===== src/include/dat_pkg.sv =====
// constants shared by the address translation diagnostic block
package dat_pkg;
	// parameter page geometry
	localparam int PAGE_BYTES = 14;
	localparam logic [3:0] IDX_SUP = 4'h4;
	localparam logic [3:0] IDX_TGT = 4'h5;
	localparam logic [3:0] IDX_LAST = 4'hd;
	localparam logic [3:0] IDX_FULL = 4'he;
	// answer page header
	localparam logic [7:0] RSP_PAGE_CODE = 8'h40;
	localparam logic [15:0] RSP_PAGE_LEN = 16'h000a;
	// address format codes, shared by supplied and target fields
	localparam logic [2:0] FMT_SHORT = 3'h0;
	localparam logic [2:0] FMT_LONG = 3'h3;
	localparam logic [2:0] FMT_BFI = 3'h4;
	localparam logic [2:0] FMT_PSEC = 3'h5;
	// status answer
	localparam logic [3:0] KEY_NONE = 4'h0;
	localparam logic [3:0] KEY_ILLEGAL = 4'h5;
	localparam logic [7:0] ASC_NONE = 8'h00;
	localparam logic [7:0] ASC_BAD_PARAM = 8'h26;
	// control states, gray along idle, lookup, send
	typedef enum logic [1:0] {
		ST_IDLE = 2'h0,
		ST_LOOK = 2'h1,
		ST_SEND = 2'h3
	} dat_state_e;
endpackage : dat_pkg


===== src/hdl/dat_core.sv =====
// address translation diagnostic page: check, hold, convert and return
//
// Operation
// - The host sends the address in a parameter page and a clean page earns good status.
// - Conversion waits for a receive request and its result is returned as that request's data.
// - Format codes 0, 3, 4 and 5 mean short block, long block, bytes from index, physical sector.
// - Invalid or identical formats end in check condition, illegal request, bad parameter field.
// - Short block takes its address from bytes 6 to 9 and bytes 10 to 13 must be zero.
// - Long block takes bytes 6 to 13 as one 64-bit block address.
// - Physical addresses put cylinder in bytes 6-8, head in 9 and sector or offset in 10-13.
// - Source format sits in byte 4, target format in byte 5, the address in bytes 6 to 13.
`timescale 1ns/1ns
`default_nettype none
module dat_core
	import dat_pkg::*;
(
	// clock and reset
	input wire logic sys_clk,
	input wire logic rst,
	// parameter page bytes from the send command
	input wire logic par_valid,
	input wire logic [7:0] par_data,
	input wire logic par_last,
	// receive command request
	input wire logic rcv_req,
	// command status answer
	output logic sts_valid,
	output logic sts_check,
	output logic [3:0] sts_key,
	output logic [7:0] sts_asc,
	// geometry lookup
	output logic geo_req,
	output logic geo_to_phys,
	output logic [2:0] geo_fmt,
	output logic [63:0] geo_lba,
	output logic [23:0] geo_cyl,
	output logic [7:0] geo_head,
	output logic [31:0] geo_sec,
	input wire logic geo_ack,
	input wire logic [63:0] geo_lba_in,
	input wire logic [23:0] geo_cyl_in,
	input wire logic [7:0] geo_head_in,
	input wire logic [31:0] geo_sec_in,
	// answer page bytes for the receive command
	output logic rsp_valid,
	output logic [7:0] rsp_data,
	output logic rsp_last,
	input wire logic rsp_ready
);
	// =========================================================
	// format decoding
	// =========================================================
	function automatic logic fmt_block(input logic [2:0] f);
		return (f == FMT_SHORT) || (f == FMT_LONG);
	endfunction : fmt_block

	function automatic logic fmt_phys(input logic [2:0] f);
		return (f == FMT_BFI) || (f == FMT_PSEC);
	endfunction : fmt_phys

	dat_state_e st_q, st_d;
	logic [7:0] pg_q [PAGE_BYTES];
	logic [7:0] pg_d [PAGE_BYTES];
	logic [7:0] res_q [PAGE_BYTES];
	logic [7:0] res_d [PAGE_BYTES];
	logic [3:0] idx_q, idx_d;
	logic [3:0] ridx_q, ridx_d;
	logic have_q, have_d;
	logic sts_valid_q, sts_valid_d, sts_check_q, sts_check_d;
	logic [2:0] sup_w, tgt_w;
	logic tail_zero_w, good_w, take_w;

	// fields come from the page as it will stand after this byte
	assign take_w = par_valid && (st_q == ST_IDLE);
	assign sup_w = pg_d[IDX_SUP][2:0];
	assign tgt_w = pg_d[IDX_TGT][2:0];
	assign tail_zero_w = {pg_d[10], pg_d[11], pg_d[12], pg_d[13]} == 32'h0;
	// identical or unknown codes never satisfy either pairing, so both fall to check
	assign good_w = (idx_q == IDX_LAST)
		&& ((fmt_block(sup_w) && fmt_phys(tgt_w))
		|| (fmt_phys(sup_w) && (tgt_w == FMT_LONG)))
		&& ((sup_w != FMT_SHORT) || tail_zero_w);

	// =========================================================
	// lookup outputs straight from the stored page
	// =========================================================
	assign geo_req = (st_q == ST_LOOK);
	assign geo_fmt = pg_q[IDX_SUP][2:0];
	assign geo_to_phys = fmt_block(pg_q[IDX_SUP][2:0]);
	// short block keeps the upper half of the address at zero
	assign geo_lba = (pg_q[IDX_SUP][2:0] == FMT_SHORT) ?
		{32'h0, pg_q[6], pg_q[7], pg_q[8], pg_q[9]} :
		{pg_q[6], pg_q[7], pg_q[8], pg_q[9], pg_q[10], pg_q[11], pg_q[12], pg_q[13]};
	assign geo_cyl = {pg_q[6], pg_q[7], pg_q[8]};
	assign geo_head = pg_q[9];
	assign geo_sec = {pg_q[10], pg_q[11], pg_q[12], pg_q[13]};

	// answer stream and status
	assign rsp_valid = (st_q == ST_SEND);
	assign rsp_data = res_q[ridx_q];
	assign rsp_last = rsp_valid && (ridx_q == IDX_LAST);
	assign sts_valid = sts_valid_q;
	assign sts_check = sts_check_q;
	assign sts_key = sts_check_q ? KEY_ILLEGAL : KEY_NONE;
	assign sts_asc = sts_check_q ? ASC_BAD_PARAM : ASC_NONE;

	// =========================================================
	// next state: page capture, check, lookup, answer
	// =========================================================
	always_comb begin
		st_d = st_q;
		pg_d = pg_q;
		res_d = res_q;
		idx_d = idx_q;
		ridx_d = ridx_q;
		have_d = have_q;
		sts_valid_d = 1'b0;
		sts_check_d = 1'b0;
		if (take_w && (idx_q != IDX_FULL)) begin
			pg_d[idx_q] = par_data;
		end
		unique case (st_q)
			ST_IDLE: begin
				if (take_w) begin
					idx_d = (idx_q == IDX_FULL) ? idx_q : idx_q + 4'h1;
					if (par_last) begin
						idx_d = 4'h0;
						have_d = good_w;
						sts_valid_d = 1'b1;
						sts_check_d = !good_w;
					end
				end else if (rcv_req) begin
					// a receive with nothing pending answers check at once
					if (have_q) begin
						st_d = ST_LOOK;
					end else begin
						sts_valid_d = 1'b1;
						sts_check_d = 1'b1;
					end
				end
			end
			ST_LOOK: begin
				if (geo_ack) begin
					res_d = '{default: 8'h00};
					res_d[0] = RSP_PAGE_CODE;
					res_d[2] = RSP_PAGE_LEN[15:8];
					res_d[3] = RSP_PAGE_LEN[7:0];
					res_d[IDX_SUP] = {5'h00, geo_fmt};
					res_d[IDX_TGT] = {5'h00, pg_q[IDX_TGT][2:0]};
					if (geo_to_phys) begin
						{res_d[6], res_d[7], res_d[8]} = geo_cyl_in;
						res_d[9] = geo_head_in;
						{res_d[10], res_d[11], res_d[12], res_d[13]} = geo_sec_in;
					end else begin
						{res_d[6], res_d[7], res_d[8], res_d[9],
							res_d[10], res_d[11], res_d[12], res_d[13]} = geo_lba_in;
					end
					ridx_d = 4'h0;
					st_d = ST_SEND;
				end
			end
			ST_SEND: begin
				if (rsp_ready) begin
					// wrap so the answer mux never points past the page while idle
					ridx_d = (ridx_q == IDX_LAST) ? 4'h0 : ridx_q + 4'h1;
					if (ridx_q == IDX_LAST) begin
						st_d = ST_IDLE;
						sts_valid_d = 1'b1;
					end
				end
			end
		endcase
	end

	// registers only
	always_ff @(posedge sys_clk) begin
		if (rst) begin
			st_q <= ST_IDLE;
			pg_q <= '{default: 8'h00};
			res_q <= '{default: 8'h00};
			idx_q <= 4'h0;
			ridx_q <= 4'h0;
			have_q <= 1'b0;
			sts_valid_q <= 1'b0;
			sts_check_q <= 1'b0;
		end else begin
			st_q <= st_d;
			pg_q <= pg_d;
			res_q <= res_d;
			idx_q <= idx_d;
			ridx_q <= ridx_d;
			have_q <= have_d;
			sts_valid_q <= sts_valid_d;
			sts_check_q <= sts_check_d;
		end
	end
endmodule : dat_core
`default_nettype wire


===== config.mk =====
export PLATFORM = sky130hd
export DESIGN_NAME = dat_core
export DESIGN_NICKNAME = d
export VERILOG_FILES = /design/src/include/dat_pkg.sv /design/src/hdl/dat_core.sv
export SDC_FILE = /design/constraint.sdc
export NUM_CORES = 1
export LEC_CHECK = 0
export ABC_CLOCK_PERIOD_IN_PS = 2900
export BUFFER_PORTS_ARGS = -buffer_cell sky130_fd_sc_hd__buf_4
export CAP_MARGIN = 20
export CELL_PAD_IN_SITES_DETAIL_PLACEMENT = 0
export CELL_PAD_IN_SITES_GLOBAL_PLACEMENT = 1
export CORE_MARGIN = 4
export CORE_UTILIZATION = 37
export DETAILED_ROUTE_END_ITERATION = 10
export GPL_ROUTABILITY_DRIVEN = 0
export PLACE_DENSITY_LB_ADDON = 0.1
export SLEW_MARGIN = 10
export SYNTH_ARGS = -nofsm -noshare
export SYNTH_HDL_FRONTEND = slang
export SYNTH_SLANG_ARGS = --single-unit
export TNS_END_PERCENT = 20

===== constraint.sdc =====
create_clock -name sys_clk -period 2.9 [get_ports sys_clk]
set_input_delay 0.29 -clock sys_clk [delete_from_list [all_inputs] [get_ports sys_clk]]
set_output_delay 0.29 -clock sys_clk [all_outputs]
set_load 0.1 [all_outputs]

==> flow_metrics.py <==
metrics = {
    "grt": {
        "grt_pass1_vias": 7011,
        "grt_max_degree": 66,
        "grt_first_pass_wirelength_um": 38100,
        "grt_use_total_pct": 18.3,
        "grt_antenna_before_repair": 0,
        "gr-total-overflow": 0,
    },
    "yosys": {
        "synth_seq_area_share_pct": 35.9,
        "postSynthAreaPerCell_um2": 8.53,
        "register_bit_count_reported_by_yosys": 154,
        "synth_edf_count": 0,
        "yosys_warnings": 0,
        "synth.lib_cells_used.distinct": 59,
        "syn_inst": 1006,
        "post-synth-top-area-fraction_pct": 35.9,
        "synth.area.top_cells": "dfxtp_1 36%, mux2i_1 11%, buf_4 7.2%",
        "synth_area_um2": 8580,
        "postSynth.asyncResetShare_pct": 0,
        "yosysTopAreaCell": "dfxtp_1",
        "synth-main-ff-cell": "dfxtp_1",
    },
    "finish": {
        "multi_input_comb_area_um2": 4560,
        "sequential_cell_area_um2": 3080,
        "layout-drive-gt1-share_pct": 32.6,
        "insertedDiodeCount": 0,
        "design.final.nets": 1336,
        "fillers": 2333,
        "layout.cell_area.non_filler_um2": 11100,
        "area_growth_pct": 29.1,
    },
    "place": {
        "placement.cell_area_um2": 10500,
        "dp_worst_setup_slack_ns": 0.471,
        "post-dp-hpwl_um": 18200,
        "numPortBuffers": 292,
    },
    "clock_tree": {
        "cts_tree": "done",
        "cts_setup_buffers": 0,
        "ctsResizeCount": 0,
        "clock_sinks": 154,
        "cts_buffers": 17,
        "clock_tree.htree_level_count": 4,
        "clock_latency_ns": 0.43,
        "clock-root-buffer": "clkbuf_16",
        "cts_hold_buffers_added": 0,
        "cts_buffer_depth": 2,
        "path_clk_slew_ns": 0.07,
    },
    "critical_path": {
        "cp.required_ns": 2.61,
        "critical_path_depth": 5,
        "worst_setup_end_kind": "primary output",
        "crit_family": "flip-flops",
        "worstSetupPathType": "flop to primary output",
        "critical_path_s_slowest_cell": "dfxtp_2",
        "max_stage_delay_ns": 0.63,
        "timing.rr.start": "st_q[1]$_SDFFE_PP0P_",
        "timing.reg2reg.worst_path_depth": 9,
        "terminus_of_the_critical_flop_to_flop_path": "sts_check$_SDFF_PP0_",
        "crit_top_cell": "buf_4",
        "worstPathBufferInverterCount": 2,
        "critPathLaunchType": "flop",
        "critical_path.max_fanout": 14,
        "path_cells": "buf_4 -> mux4_2 -> nand2_1 -> o21ai_1 -> buf_4",
        "critical_path_arrival_ns": 2.27,
        "setup.reg_to_reg.worst_slack_ns": 0.43,
    },
    "die": {
        "floorplan.io_pins": 300,
        "placement_rows": 55,
        "die_area_um2": 25700,
        "initial_core_util_pct": 37.8,
        "die_height_um": 160,
        "floorplan.die.width_um": 160,
        "floorplan.core_area_um2": 22700,
    },
    "timing": {
        "final.period_utilization_pct": 88.4,
        "max_slew.worst_pin.slew_ns": 0.751,
        "final.hold.worst_slack_ns": 0.137,
        "fmax_mhz": 390,
        "skew_ns": 0.00818,
        "unrepaired_setup_endpoints_after_global_routing": "no",
        "setup_viol": 0,
        "maxSlewHeadroom_pct": 49.9,
        "timing.final.ws_setup_ns": 0.336,
        "maxSlewViolCount": 0,
        "layout_min_cycle_time_ns": 2.56,
        "finalHoldViolCount": 0,
    },
    "drt": {
        "route.detailed.wl_per_inst_um": 16.5,
        "ant_nets": 0,
        "route.detailed.vias_per_inst": 4.99,
        "drt_iter0_drc": 274,
        "route.vias.total": 7373,
        "total_length_of_routed_wires_um": 24400,
        "drt-pass1-iter-count": 4,
        "remaining_drc_errors": 0,
    },
    "hold_path": {
        "min-delay-start": "rsp_ready",
        "hold_path_cell_cnt": 3,
        "hold_crit_endpoint": "sts_valid$_SDFF_PP0_",
        "type_of_the_most_critical_hold_path": "input port to flop",
    },
    "power_and_ir_drop": {
        "ir_worst_vdd_mv": 0.349,
        "static_leakage_power_nw": 4.87,
        "power_per_cell_area_nw_per_um2": 441,
    },
    "run": {
        "cap_violations": 0,
    },
    "status": {
        "outcome": "complete, no violations",
    },
}
[cells in the mapped netlist (2+ instances only)]
library cell / number
mux4_2: 11
a31oi_1: 4
and4_1: 2
and3_1: 7
a211oi_1: 68
o21ai_1: 11
xor2_1: 3
mux2_1: 12
and4b_1: 2
nand4_1: 5
dfxtp_1: 154
nor2b_1: 34
nor4_1: 3
buf_1: 6
a311oi_1: 2
buf_2: 20
buf_4: 82
o21ai_0: 4
a21oi_1: 72
nand2_1: 111
nor2_1: 106
or4_1: 2
nor3_1: 8
clkbuf_1: 52
ha_1: 12
inv_1: 11
mux2i_1: 93
nand3_1: 48
mux2_2: 22
nand4b_1: 2
nand3b_1: 4
nand2b_1: 3
and2_1: 4
[metrics by stage]
step	power, mW	util, %	setup TNS, ns	cells
2_1_floorplan	2.37	-	-0.446	1012
3_3_place_gp	2.55	46.0	0	1447
3_5_place_dp	2.55	46.0	0	1447
4_1_cts	4.94	48.8	0	1479
5_1_grt	5.05	48.8	0	1479
6_report	4.89	48.8	0	1479
[area by class of cell]
class                           count  share of cell area [%]
Timing Repair Buffer              310                    21.7
Sequential cell                   154                    27.8
Clock buffer                       17                    3.84
Multi-Input combinational cell    686                    41.2
Clock inverter                     15                    1.82
Tap cell                          285                    3.22
Inverter                           12                   0.407
[power by group]
part / switching, mW / internal (mW)
sequential: 0.00399 / 2.12
combinational: 0.218 / 0.164
clock: 0.996 / 1.39
total: 1.22 / 3.67
[worst register-to-register path: stages (launching register included)]
cell	delay [ns]
dfxtp_1	0.34
inv_1	0.09
ha_1	0.31
and4b_1	0.44
buf_4	0.33
and2_1	0.35
o2111ai_1	0.15
nand3_1	0.12
a21o_1	0.12
a311oi_1	0.08
[state kept, by name, summed over array words and instances, names as in the netlist]
signal and flops:
res_q 71, geo_sec 32, geo_cyl 24, geo_head 8
idx_q 4, ridx_q 4, geo_fmt 3, pg_q 3
st_q 2, have_q 1, sts_check 1, sts_valid 1
[worst max-delay path by stage]
stage | startpoint | to | slack [ns]
6_report | ridx_q[0]$_SDFFE_PP0P_ | rsp_data[0] | 0.34
5_1_grt | ridx_q[0]$_SDFFE_PP0P_ | rsp_data[0] | 0.17
4_1_cts | ridx_q[0]$_SDFFE_PP0P_ | rsp_data[0] | 0.27
3_5_place_dp | st_q[1]$_SDFFE_PP0P_ | sts_check$_SDFF_PP0_ | 0.47
3_3_place_gp | st_q[0]$_SDFFE_PP0P_ | sts_check$_SDFF_PP0_ | 0.57
2_1_floorplan | ridx_q[0]$_SDFFE_PP0P_ | rsp_data[3] | -0.23
[cell families (layout without fill, tap and decap cells)]
logic type      Yosys count  in the layout  share of synthesized area [%]
compound gates          178            178                           13.5
buf+inv                 172            354                           11.4
other cells               1              7                         0.0437
mux                     138            138                           18.2
xor+xnor                  3              3                          0.306
simple gates            348            348                           18.8
fa+ha+maj                12             12                           1.75
flops                   154            154                           35.9
[cells in the final DEF, fill, tap and decap left out, types with 22 or more instances in the layout]
cell      instances
mux2_2           22
nor2b_1          34
nand3_1          48
a211oi_1         68
nand2_1         111
buf_4           304
nor2_1          104
a21oi_1          72
dfxtp_1         153
mux2i_1          93
[layer usage]
metal	up-vias	track usage (%)	wire (um)
met2	213	32.0	12000
li1	3788	-	-
met3	17	4.77	1660
met5	-	0	0
met1	3355	22.4	10600
met4	0	4.77	249
(Power assumes the default switching activity.)
